### src/logic/lsvcd_params.svh
// offsets, field positions, reset values and checksum constants of the servo command decoder
// assumes inclusion by the decoder module only
`ifndef LSVCD_PARAMS_SVH
`define LSVCD_PARAMS_SVH

// register byte addresses
`define LSVCD_CTRL_ADDR     8'h00
`define LSVCD_STATUS_ADDR   8'h04
`define LSVCD_DATA_ADDR     8'h08
`define LSVCD_POS_ADDR      8'h0c

// control register fields
`define LSVCD_CTRL_RX_EN    0
`define LSVCD_CTRL_RESET    32'h0000_0001

// status register fields
`define LSVCD_ST_OC         0
`define LSVCD_ST_STOPPED    1
`define LSVCD_ST_FWD        2
`define LSVCD_ST_REV        3
`define LSVCD_ST_PAR_ERR    4
`define LSVCD_ST_OT         5
`define LSVCD_ST_CS_ERR     6
`define LSVCD_ST_OV         7

// request byte fields
`define LSVCD_RQ_CLR_COMM   0
`define LSVCD_RQ_CLR_DIAG   1
`define LSVCD_RQ_SOFT       2
`define LSVCD_RQ_PERIOD     3
`define LSVCD_RQ_DUTY_LO    4
`define LSVCD_RQ_DUTY_HI    5
`define LSVCD_RQ_ESTOP      6
`define LSVCD_RQ_RECOVER    7

// byte values
`define LSVCD_BYTE_ZERO     8'h00
`define LSVCD_BYTE_ONES     8'hff

`endif

### src/logic/lsvcd_pkg.sv
// types shared by the servo command decoder
// assumes lsvcd_params.svh holds the numeric constants
package lsvcd_pkg;

    typedef enum logic [1:0] {
        RX_IDLE,
        RX_TARGET,
        RX_REQUEST,
        RX_CHECK
    } lsvcd_rx_t;

    typedef enum logic [2:0] {
        MOT_STOP,
        MOT_FWD,
        MOT_REV,
        MOT_FORCE_FWD,
        MOT_FORCE_REV
    } lsvcd_mot_t;

endpackage

### src/logic/lsvcd_top.sv
// servo command decoder: reception frame check, commit and motor direction control
// assumes a byte receiver and an id filter on hclk; adc and detectors are on hclk too
`timescale 1ns/1ps
`include "lsvcd_params.svh"

// Summary of operation
// - accept only own-id, receive-length, parity-clean frames
// - first byte goes to temp target, reset zero
// - good framed second byte goes to temp request
// - bad framing drops data, sets both error flags
// - temp request cleared at reset
// - checksum sum all ones commits both bytes
// - bad sum flags checksum error, discards frame
// - start comparison only when target changed or recovery requested
// - target above position drives forward
// - target below position drives reverse
// - stop and flag when position reaches target
// - equal target holds outputs low, stopped
// - recovery with zero target forces reverse
// - recovery with all ones forces forward
// - forced rotation ignores soft ramp, keeps duty
// - bit zero clears parity and checksum flags
// - bit one clears protection flags
// - bit two enables soft start and stop
// - bit three picks 500 or 250 ms
// - bits four, five pick maximum duty
// - bit six stops motor at once
// - emergency stop beats recovery
// - bit seven resumes toward unchanged target
// - recovery ignored while over current set
module lsvcd_top (
    // clock and reset
    input  wire logic        hclk,
    input  wire logic        hresetn,
    // ahb-lite slave
    input  wire logic        hsel,
    input  wire logic [31:0] haddr,
    input  wire logic [1:0]  htrans,
    input  wire logic        hwrite,
    input  wire logic [2:0]  hsize,
    input  wire logic [31:0] hwdata,
    input  wire logic        hready,
    output logic             hreadyout,
    output logic             hresp,
    output logic [31:0]      hrdata,
    // identifier result from the frame receiver
    input  wire logic        id_valid,
    input  wire logic        id_match,
    input  wire logic        length_select_low,
    input  wire logic        length_select_high,
    input  wire logic        id_parity_error,
    // received bytes
    input  wire logic        byte_valid,
    input  wire logic [7:0]  byte_data,
    input  wire logic        byte_start_bit,
    input  wire logic        byte_stop_bit,
    // position and protection
    input  wire logic [7:0]  position,
    input  wire logic        over_current_event,
    input  wire logic        over_temp_event,
    input  wire logic        over_volt_event,
    input  wire logic        standby,
    // motor and pwm settings
    output logic             motor_out_a,
    output logic             motor_out_b,
    output logic             soft_start_en,
    output logic             torque_period_500,
    output logic [1:0]       max_duty_sel,
    output logic             commit_pulse
);

    lsvcd_pkg::lsvcd_rx_t  rx_state;
    lsvcd_pkg::lsvcd_rx_t  next_rx_state;
    lsvcd_pkg::lsvcd_mot_t mot_state;
    lsvcd_pkg::lsvcd_mot_t next_mot_state;

    logic [7:0]  tmp_target;
    logic [7:0]  tmp_request;
    logic [7:0]  checksum_hold;
    logic [7:0]  target_position_byte;
    logic [7:0]  request_byte;
    logic [7:0]  prev_target;
    logic        act_pending;
    logic        rx_enable;
    logic        parity_err_flag;
    logic        cs_err_flag;
    logic        oc_flag;
    logic        ot_flag;
    logic        ov_flag;
    logic        stopped_flag;
    logic        forward_rotation_flag;
    logic        reverse_rotation_flag;

    // ahb address phase capture
    logic        dp_write;
    logic [7:0]  dp_addr;

    function automatic logic [7:0] lsvcd_sum(input logic [7:0] a,
                                             input logic [7:0] b,
                                             input logic [7:0] c);
        logic [8:0] s1;
        s1 = {1'b0, a} + {1'b0, b};
        lsvcd_sum = s1[7:0] + {7'h00, s1[8]} + c;
    endfunction

    function automatic logic lsvcd_drives(input lsvcd_pkg::lsvcd_mot_t s, input logic fwd);
        if (fwd) begin
            lsvcd_drives = (s == lsvcd_pkg::MOT_FWD) || (s == lsvcd_pkg::MOT_FORCE_FWD);
        end else begin
            lsvcd_drives = (s == lsvcd_pkg::MOT_REV) || (s == lsvcd_pkg::MOT_FORCE_REV);
        end
    endfunction

    // ---------------- register bus ----------------
    wire        ap_valid   = hsel && htrans[1] && hready;
    wire        bus_write  = dp_write && (dp_addr == `LSVCD_CTRL_ADDR);
    wire [31:0] status_word = {20'h00000, 1'b0, rx_state == lsvcd_pkg::RX_IDLE,
                               motor_out_b, motor_out_a,
                               ov_flag, cs_err_flag, ot_flag, parity_err_flag,
                               reverse_rotation_flag, forward_rotation_flag,
                               stopped_flag, oc_flag};
    wire [31:0] data_word   = {checksum_hold, 8'h00, request_byte, target_position_byte};
    wire [7:0]  ap_addr     = haddr[7:0];
    wire        ap_hit_hi   = (haddr[31:8] == 24'h000000);
    wire [31:0] read_mux    =
        !ap_hit_hi                      ? 32'h0000_0000 :
        (ap_addr == `LSVCD_CTRL_ADDR)   ? {31'h0000_0000, rx_enable} :
        (ap_addr == `LSVCD_STATUS_ADDR) ? status_word :
        (ap_addr == `LSVCD_DATA_ADDR)   ? data_word :
        (ap_addr == `LSVCD_POS_ADDR)    ? {24'h000000, position} :
                                          32'h0000_0000;

    // zero wait states: read data is fetched at the address phase edge
    assign hreadyout = 1'b1;
    assign hresp     = 1'b0;

    always_ff @(posedge hclk or negedge hresetn) begin
        if (!hresetn) begin
            dp_write <= 1'b0;
            dp_addr  <= 8'h00;
            hrdata   <= 32'h0000_0000;
        end else begin
            dp_write <= ap_valid && hwrite && ap_hit_hi;
            dp_addr  <= ap_addr;
            if (ap_valid && !hwrite) begin
                hrdata <= read_mux;
            end
        end
    end

    always_ff @(posedge hclk or negedge hresetn) begin
        if (!hresetn) begin
            rx_enable <= 1'(`LSVCD_CTRL_RESET);
        end else if (bus_write) begin
            rx_enable <= hwdata[`LSVCD_CTRL_RX_EN];
        end
    end

    // ---------------- reception ----------------
    wire id_accept  = rx_enable && id_match && length_select_low
                      && !length_select_high && !id_parity_error;
    // the parity result means nothing outside the identifier pulse
    wire id_par_bad = id_valid && rx_enable && id_match && id_parity_error;
    wire frame_ok   = !byte_start_bit && byte_stop_bit;
    wire frame_bad  = byte_valid && !frame_ok && (rx_state != lsvcd_pkg::RX_IDLE);
    wire take_tgt   = byte_valid && frame_ok && (rx_state == lsvcd_pkg::RX_TARGET);
    wire take_req   = byte_valid && frame_ok && (rx_state == lsvcd_pkg::RX_REQUEST);
    wire take_cs    = byte_valid && frame_ok && (rx_state == lsvcd_pkg::RX_CHECK);
    wire sum_ok     = lsvcd_sum(tmp_target, tmp_request, byte_data) == `LSVCD_BYTE_ONES;
    wire do_commit  = take_cs && sum_ok;
    wire cs_bad     = take_cs && !sum_ok;

    always_comb begin
        next_rx_state = rx_state;
        if (id_valid) begin
            next_rx_state = id_accept ? lsvcd_pkg::RX_TARGET : lsvcd_pkg::RX_IDLE;
        end else if (byte_valid) begin
            unique case (rx_state)
                lsvcd_pkg::RX_IDLE:    next_rx_state = lsvcd_pkg::RX_IDLE;
                lsvcd_pkg::RX_TARGET:  next_rx_state = frame_ok ? lsvcd_pkg::RX_REQUEST
                                                                : lsvcd_pkg::RX_IDLE;
                lsvcd_pkg::RX_REQUEST: next_rx_state = frame_ok ? lsvcd_pkg::RX_CHECK
                                                                : lsvcd_pkg::RX_IDLE;
                lsvcd_pkg::RX_CHECK:   next_rx_state = lsvcd_pkg::RX_IDLE;
            endcase
        end
    end

    always_ff @(posedge hclk or negedge hresetn) begin
        if (!hresetn) begin
            rx_state      <= lsvcd_pkg::RX_IDLE;
            tmp_target    <= `LSVCD_BYTE_ZERO;
            tmp_request   <= `LSVCD_BYTE_ZERO;
            checksum_hold <= `LSVCD_BYTE_ZERO;
        end else begin
            rx_state <= next_rx_state;
            if (take_tgt) begin
                tmp_target <= byte_data;
            end
            if (take_req) begin
                tmp_request <= byte_data;
            end
            if (take_cs) begin
                checksum_hold <= byte_data;
            end
        end
    end

    // official data; the request acts one cycle later so the commit is settled first
    always_ff @(posedge hclk or negedge hresetn) begin
        if (!hresetn) begin
            target_position_byte <= `LSVCD_BYTE_ZERO;
            request_byte         <= `LSVCD_BYTE_ZERO;
            prev_target          <= `LSVCD_BYTE_ZERO;
            act_pending          <= 1'b0;
        end else begin
            act_pending <= do_commit;
            if (do_commit) begin
                target_position_byte <= tmp_target;
                request_byte         <= tmp_request;
                prev_target          <= target_position_byte;
            end
        end
    end

    assign commit_pulse = act_pending;

    // ---------------- error and protection flags ----------------
    // a new error in the clearing cycle wins over the clear
    wire clr_comm = act_pending && request_byte[`LSVCD_RQ_CLR_COMM];
    wire clr_diag = act_pending && request_byte[`LSVCD_RQ_CLR_DIAG];
    wire set_par  = frame_bad || id_par_bad;
    wire set_cs   = frame_bad || cs_bad;
    wire diag_any = oc_flag || ot_flag || ov_flag;

    always_ff @(posedge hclk or negedge hresetn) begin
        if (!hresetn) begin
            parity_err_flag <= 1'b0;
            cs_err_flag     <= 1'b0;
            oc_flag         <= 1'b0;
            ot_flag         <= 1'b0;
            ov_flag         <= 1'b0;
        end else if (standby) begin
            parity_err_flag <= 1'b0;
            cs_err_flag     <= 1'b0;
            oc_flag         <= 1'b0;
            ot_flag         <= 1'b0;
            ov_flag         <= 1'b0;
        end else begin
            parity_err_flag <= set_par || (parity_err_flag && !clr_comm);
            cs_err_flag     <= set_cs || (cs_err_flag && !clr_comm);
            oc_flag <= over_current_event || (oc_flag && !clr_diag);
            ot_flag <= over_temp_event || (ot_flag && !clr_diag);
            ov_flag <= over_volt_event || (ov_flag && !clr_diag);
        end
    end

    // ---------------- motor control ----------------
    wire rq_estop   = request_byte[`LSVCD_RQ_ESTOP];
    wire rq_recover = request_byte[`LSVCD_RQ_RECOVER] && !oc_flag;
    wire tgt_change = target_position_byte != prev_target;
    wire tgt_zero   = target_position_byte == `LSVCD_BYTE_ZERO;
    wire tgt_ones   = target_position_byte == `LSVCD_BYTE_ONES;
    wire halt_now   = standby || diag_any
                      || over_current_event || over_temp_event || over_volt_event;

    lsvcd_pkg::lsvcd_mot_t seek_state;
    assign seek_state = (target_position_byte > position) ? lsvcd_pkg::MOT_FWD :
                        (target_position_byte < position) ? lsvcd_pkg::MOT_REV :
                                                            lsvcd_pkg::MOT_STOP;

    always_comb begin
        next_mot_state = mot_state;
        if (halt_now) begin
            next_mot_state = lsvcd_pkg::MOT_STOP;
        end else if (act_pending && rq_estop) begin
            next_mot_state = lsvcd_pkg::MOT_STOP;
        end else if (act_pending && rq_recover && tgt_zero) begin
            next_mot_state = lsvcd_pkg::MOT_FORCE_REV;
        end else if (act_pending && rq_recover && tgt_ones) begin
            next_mot_state = lsvcd_pkg::MOT_FORCE_FWD;
        end else if (act_pending && (rq_recover || tgt_change)) begin
            next_mot_state = seek_state;
        end else begin
            unique case (mot_state)
                lsvcd_pkg::MOT_FWD: if (position >= target_position_byte) begin
                    next_mot_state = lsvcd_pkg::MOT_STOP;
                end
                lsvcd_pkg::MOT_REV: if (position <= target_position_byte) begin
                    next_mot_state = lsvcd_pkg::MOT_STOP;
                end
                lsvcd_pkg::MOT_STOP,
                lsvcd_pkg::MOT_FORCE_FWD,
                lsvcd_pkg::MOT_FORCE_REV: next_mot_state = mot_state;
            endcase
        end
    end

    wire next_fwd  = lsvcd_drives(next_mot_state, 1'b1);
    wire next_rev  = lsvcd_drives(next_mot_state, 1'b0);
    wire was_drive = motor_out_a || motor_out_b;
    wire settle    = act_pending && !halt_now && (next_mot_state == lsvcd_pkg::MOT_STOP);

    always_ff @(posedge hclk or negedge hresetn) begin
        if (!hresetn) begin
            mot_state             <= lsvcd_pkg::MOT_STOP;
            motor_out_a           <= 1'b0;
            motor_out_b           <= 1'b0;
            forward_rotation_flag <= 1'b0;
            reverse_rotation_flag <= 1'b0;
            stopped_flag          <= 1'b0;
        end else begin
            mot_state             <= next_mot_state;
            motor_out_a           <= next_fwd;
            motor_out_b           <= next_rev;
            forward_rotation_flag <= next_fwd;
            reverse_rotation_flag <= next_rev;
            if (next_fwd || next_rev) begin
                stopped_flag <= 1'b0;
            end else if (was_drive || settle) begin
                stopped_flag <= 1'b1;
            end
        end
    end

    // pwm settings follow the committed request; forced runs never ramp
    wire forced_next = (next_mot_state == lsvcd_pkg::MOT_FORCE_FWD)
                       || (next_mot_state == lsvcd_pkg::MOT_FORCE_REV);

    always_ff @(posedge hclk or negedge hresetn) begin
        if (!hresetn) begin
            soft_start_en     <= 1'b0;
            torque_period_500 <= 1'b0;
            max_duty_sel      <= 2'h0;
        end else begin
            soft_start_en     <= request_byte[`LSVCD_RQ_SOFT] && !forced_next;
            torque_period_500 <= request_byte[`LSVCD_RQ_PERIOD];
            max_duty_sel      <= {request_byte[`LSVCD_RQ_DUTY_HI],
                                  request_byte[`LSVCD_RQ_DUTY_LO]};
        end
    end
endmodule // lsvcd_top

### config.mk
export PLATFORM = sky130hd
export DESIGN_NAME = lsvcd_top
export DESIGN_NICKNAME = d
export VERILOG_FILES = /design/src/logic/lsvcd_pkg.sv /design/src/logic/lsvcd_top.sv
export VERILOG_INCLUDE_DIRS = /design/src /design/src/logic
export SDC_FILE = /design/constraint.sdc
export NUM_CORES = 1
export LEC_CHECK = 0
export BUFFER_PORTS_ARGS = -buffer_cell sky130_fd_sc_hd__buf_2
export CAP_MARGIN = 40
export CELL_PAD_IN_SITES_DETAIL_PLACEMENT = 2
export CELL_PAD_IN_SITES_GLOBAL_PLACEMENT = 2
export CORE_MARGIN = 4
export CORE_UTILIZATION = 36
export CTS_CLUSTER_SIZE = 30
export DETAILED_ROUTE_END_ITERATION = 10
export GPL_TIMING_DRIVEN = 0
export PLACE_DENSITY_LB_ADDON = 0.1
export SLEW_MARGIN = 5
export SYNTH_ARGS = -nofsm -noshare
export SYNTH_HDL_FRONTEND = slang
export SYNTH_SLANG_ARGS = --single-unit
### constraint.sdc
create_clock -name hclk -period 7.9 [get_ports hclk]
set_input_delay 2.37 -clock hclk [delete_from_list [all_inputs] [get_ports hclk]]
set_output_delay 2.37 -clock hclk [all_outputs]
set_load 0.03 [all_outputs]
==> Word-level counts from Yosys, hierarchy flattened <==
Index checks and enable logic that the tools add are counted.
{ "word_totals": {"latchBits": 0, "elab_cells": 157, "rom_bits": 0, "n_memories": 0, "register_bits": 108, "output_inout_bits": 41, "ramBits": 0, "input_bits": 102} }
{ "classes": {"n_reduce_logical": 81, "shifts": 0, "muxes": 28, "mul": 0, "div": 0, "order_cmp": 4, "bitwise": 0, "addsub": 3, "n_eq_ne": 17} }
{ "op_table": {"columns": ["cell", "count"], "rows": [
  ["32-bit two-way mux", 4],
  ["1-bit logical AND", 38],
  ["24-bit zero test", 1],
  ["8-bit zero test", 3],
  ["3-bit two-way mux", 7],
  ["1-bit logical OR", 20],
  ["8-bit by 4-bit equality test with 1-bit output, second input constant", 2],
  ["8-bit equality test, second input constant", 2],
  ["3-bit by 2-bit equality test with 1-bit output, second input constant", 4],
  ["2-bit two-way mux", 6],
  ["1-bit zero test", 11],
  ["8-bit by 8-bit adder with 9-bit output", 1],
  ["3-bit one-hot mux with 3 select lines", 1],
  ["8-bit by 1-bit adder with 8-bit output", 1],
  ["8-bit adder", 1],
  ["8-bit by 3-bit equality test with 1-bit output, second input constant", 1],
  ["8-bit >= comparator", 1],
  ["8-bit > comparator", 1],
  ["8-bit <= comparator", 1],
  ["8-bit < comparator", 1],
  ["1-bit two-way mux", 8],
  ["8-bit two-way mux", 1],
  ["8-bit != test", 1],
  ["3-bit by 1-bit equality test with 1-bit output, second input constant", 2],
  ["9 further kinds", 14]
]} }

==> Longest topological paths before layout <==
{ "logic_depth": {"depth_word": 14, "ltp_mapped": 19, "ltp_nobuf": 18} }

==> Worst setup path before layout <==
No wires, ideal clock.
{ "synth_path": {"path_type": "input to register", "from": "input byte_data[0]", "to": "register prev_target[4]", "setup_time_ns": 0.125, "path_slack_ns": 3.142, "cell_stages": 8, "t_required_ns": 7.775, "path_buffers": 1, "arrival_time_ns": 4.633, "cell_sequence": "fa_1 inv_1 fa_1 nor3b_1 nand3_1 nor4b_4 buf_6 mux2_4"} }
{ "synth_via": {"elab_chain_len": 3} }
{ "synth_lines": {"columns": ["element", "line", "source"], "rows": [
  ["from (decl)", "lsvcd_top.sv:54", "input wire logic [7:0] byte_data,"],
  ["8-bit adder", "lsvcd_top.sv:103", "lsvcd_sum = s1[7:0] + {7'h00, s1[8]} + c;"],
  ["8-bit equality test (no line)", null, null],
  ["1-bit logical AND", "lsvcd_top.sv:170", "wire do_commit = take_cs && sum_ok;"],
  ["to (signal assigned)", "lsvcd_top.sv:214", "prev_target <= `LSVCD_BYTE_ZERO;"],
  ["to (signal assigned)", "lsvcd_top.sv:221", "prev_target <= target_position_byte;"],
  ["to (decl)", "lsvcd_top.sv:82", "logic [7:0] prev_target;"]
]} }
Every way passes these cells.
A chain may end at the register's enable or synchronous reset.

==> Worst setup path after layout <==
{ "layout_path": {"from": "input byte_data[0]", "to": "register target_position_byte[3]"} }
{ "layout_via": {"elab_chain_len": 3} }
{ "layout_lines": {"columns": ["element", "line", "source"], "rows": [
  ["8-bit adder", "lsvcd_top.sv:103", null],
  ["8-bit equality test (no line)", null, null],
  ["1-bit logical AND", "lsvcd_top.sv:170", null],
  ["to (signal assigned)", "lsvcd_top.sv:212", "target_position_byte <= `LSVCD_BYTE_ZERO;"],
  ["to (signal assigned)", "lsvcd_top.sv:219", "target_position_byte <= tmp_target;"],
  ["to (decl)", "lsvcd_top.sv:80", "logic [7:0] target_position_byte;"]
]} }
Every way passes these cells.

==> impl_metrics.py <==
metrics = {
    "sta": {
        "hold_viol_final": 0,
        "fin_crit_ps": 4867,
        "finalHoldWorstSlack_ps": 436.6,
        "slew_viol_final": 0,
        "clock_skew_ps": 11.43,
        "slew_headroom_pct": 45.77,
        "tns_ps": 0,
        "min_period_over_period_pct": 61.61,
        "max_freq_mhz": 205.5,
        "grt_setup_unrepaired": "no",
        "worst_pin_slew_ps": 813.5,
        "setup_viol": 0,
    },
    "outcome": {
        "status": "finished clean",
    },
    "placed_design": {
        "place_area_mm2": 0.005919,
        "routabilityCongestion": 0.8562,
        "place_inst": 732,
        "port_buffers": 97,
        "dp_hpwl_um": 12210,
    },
    "setup_path": {
        "crit_path_frequent_cell": "fa_1",
        "path_cells": "buf_2 > fa_1 > inv_1 > fa_1 > nor3b_1 > nand3_1 > nor4b_4 > buf_6 > mux2_4",
        "cp_num_buf_inv": 3,
        "slowest_delay_ps": 570,
        "cp_top_family": "simple AND/OR/NAND/NOR gates",
        "crit_fanout": 10,
        "cp-start-kind": "input pin",
        "critPathSlowestCell": "nor4b_4",
        "crit_required_ps": 8130,
        "crit_type": "in -> reg",
        "worst-endpoint-arrival_ps": 5090,
        "cp-end-kind": "flop",
    },
    "floorplanning": {
        "num_rows": 43,
        "die_w_um": 127.7,
        "core_area_mm2": 0.01393,
        "die_height_um": 127.7,
        "initial_core_util_pct": 37.00,
        "dieArea_mm2": 0.01630,
        "io_pins": 143,
    },
    "route": {
        "avgViaCountPerCell": 5.287,
        "drt_first_iter_violations": 131,
        "via_count": 3955,
        "final_antenna_net_count": 0,
        "drt-total-wl_um": 15370,
        "route.detailed.drc": 0,
        "wire_per_inst_um": 20.55,
        "first_pass_iters": 4,
    },
    "final_layout": {
        "drive_above_1_share_pct": 31.57,
        "nets": 690,
        "final_cell_mix": "dfrtp_1, buf_2, a21oi_1, mux2_2",
        "areaGrowthSynthToFinish_pct": 20.50,
        "finalInstanceArea_mm2": 0.006213,
        "final_cells": 748,
        "final_common_cell": "dfrtp_1",
    },
    "grt": {
        "grt_pass1_vias": 4449,
        "grt_pass1_wl_um": 24560,
        "grt_max_degree": 64,
        "antenna_found_initial": 0,
        "gr-total-overflow": 0,
        "grt_util_all_layers_pct": 19.78,
    },
    "clocking": {
        "cts.sinks": 100,
        "numCtsBuffers": 9,
        "ctsHtreeMaxLevel": 3,
        "post_cts_resized": 0,
        "clk_path_buf_depth": 2,
        "cts_tree": "built",
        "insertion_delay_ps": 350,
        "cts_hold_buf": 0,
        "post_cts_buffers": 0,
        "clk_pin_slew_ps": 70,
        "root_buffer": "clkbuf_16",
    },
    "synth": {
        "synth_cell_types": 59,
        "avgSynthCellArea_um2": 11.56,
        "synthCells": 446,
        "synth_top_flop_cell": "dfrtp_1",
        "synth-edff-count": 0,
        "syn_area_mm2": 0.005156,
        "ys_ff_latch": 100,
        "synth-async-reset-ratio_pct": 100.0,
        "yosysWarnings": 0,
        "ys_seq_area_share_pct": 48.56,
    },
    "flow_run": {
        "cap_viol_max_count": 0,
    },
    "power_and_ir_drop": {
        "peakVddDrop_v": 0.0001000,
        "power.total_mw": 1.078,
        "power_density_mw_per_mm2": 173.4,
        "power_leakage_nw": 3.146,
    },
    "hold_path": {
        "worstHoldPathType": "reg -> reg",
    },
}
synth_stat cells (all sizes together), types with 2 or more instances:
cell type   n  share of area, %
a41o        2              0.39
ha         22               5.3
or3         2              0.24
o22ai       2              0.24
nor3        7              0.68
a211oi      5              0.73
o21ai      17               1.7
a22o       19               3.2
nand2b      3              0.36
nor3b       2              0.29
o41ai       2              0.70
nor2b       5              0.61
mux2       45                11
and3        4              0.49
inv        24               1.7
a21o        8               1.2
nor2       24               1.7
o21a        3              0.44
or4         2              0.29
nand2      22               1.6
nand3       4              0.39
fa          3               1.2
dfrtp      99                48
nor4       10               1.2
a22oi       2              0.29
xnor2      15               2.5
mux2i       6               1.2
and2        2              0.24
a21oi      27               2.7
a211o       2              0.34
clkbuf      6              0.44
xor2        5              0.85
buf        15               2.1
nand4      10               1.2
conb        2              0.15
metrics by stage:
stage	setup WS (ps)	utilization, %
floorplan	3142	-
global placement	2740	42.32
detailed placement	2659	42.48
CTS	3021	44.57
global route	2790	44.57
finish	3033	44.59
flip-flops by register name (all words and copies together) (netlist names):
| register | count |
|---|---|
| tmp_request | 8 |
| oc_flag | 1 |
| hrdata | 24 |
| forward_rotation_flag | 1 |
| reverse_rotation_flag | 1 |
| soft_start_en | 1 |
| ot_flag | 1 |
| rx_enable | 1 |
| cs_err_flag | 1 |
| commit_pulse | 1 |
| tmp_target | 8 |
| max_duty_sel | 2 |
| ov_flag | 1 |
| mot_state | 3 |
| rx_state | 2 |
| dp_addr | 8 |
| torque_period_500 | 1 |
| parity_err_flag | 1 |
| prev_target | 8 |
| checksum_hold | 8 |
| stopped_flag | 1 |
| target_position_byte | 8 |
| request_byte | 8 |
| dp_write | 1 |
routing by layer:
metal	global-route usage, %	part of all wire [%]	vias up	wire length (µm)
li1	-	-	1838	-
met1	26.28	46	2017	7137
met2	32.98	48	87	7383
met3	3.042	3.8	13	587
met4	7.054	1.7	0	259
met5	0	0	-	0
cell families (layout without fill, tap and decap cells):
kind of cell | Yosys count | after routing | share of synthesized area (%)
AOI/OAI and AO/OA | 99 | 99 | 13.66
xor gates and xnor gates | 20 | 20 | 3.397
adders and majority gates | 25 | 25 | 6.503
buffers and inverters | 45 | 158 | 4.295
DFF | 100 | 100 | 48.56
muxes | 52 | 52 | 12.81
other | 2 | 11 | 0.1457
and+or+nand+nor | 103 | 103 | 10.63
worst reg2reg max path, delay by kind of cell, from the launching register on:
kind	cells	cell delay, ps
flip-flops	1	420
AO/OA/AOI/OAI	6	1200
AND/OR/NAND/NOR	3	1070
buffers and inverters	4	470
multiplexers	1	320
adder cells (fa/ha/maj)	4	1190
layout make-up:
| class | count | area (µm²) |
|---|---|---|
| Tap cell | 180 | 225.2 |
| Fill cell | 1434 | 7721 |
| Sequential cell | 100 | 2504 |
| Inverter | 24 | 90.09 |
| Timing Repair Buffer | 98 | 508.0 |
| Clock buffer | 10 | 239.0 |
| Buffer | 21 | 131.4 |
| Clock inverter | 5 | 52.55 |
| Multi-Input combinational cell | 309 | 2461 |
| Antenna cell | 1 | 2.502 |
worst paths after layout:
check                                start                 endpoint  slack (ps)  cells after the start
min in group asynchronous          hresetn               dp_addr[4]        2110                      1
hold / removal             request_byte[3]        torque_period_500         440                      0
setup / recovery              byte_data[0]  target_position_byte[3]        3030                      9
hold reg to reg            request_byte[3]        torque_period_500         440                      0
max in group asynchronous          hresetn                rx_enable        5050                      2
setup reg to reg            tmp_request[0]  target_position_byte[3]        3090                     18
where the power goes:
part	internal (mW)	switching, mW
clock	0.251	0.190
sequential	0.519	0.00612
combinational	0.0460	0.0659
total	0.816	0.262
No activity file was read; power rests on OpenSTA's default activity.
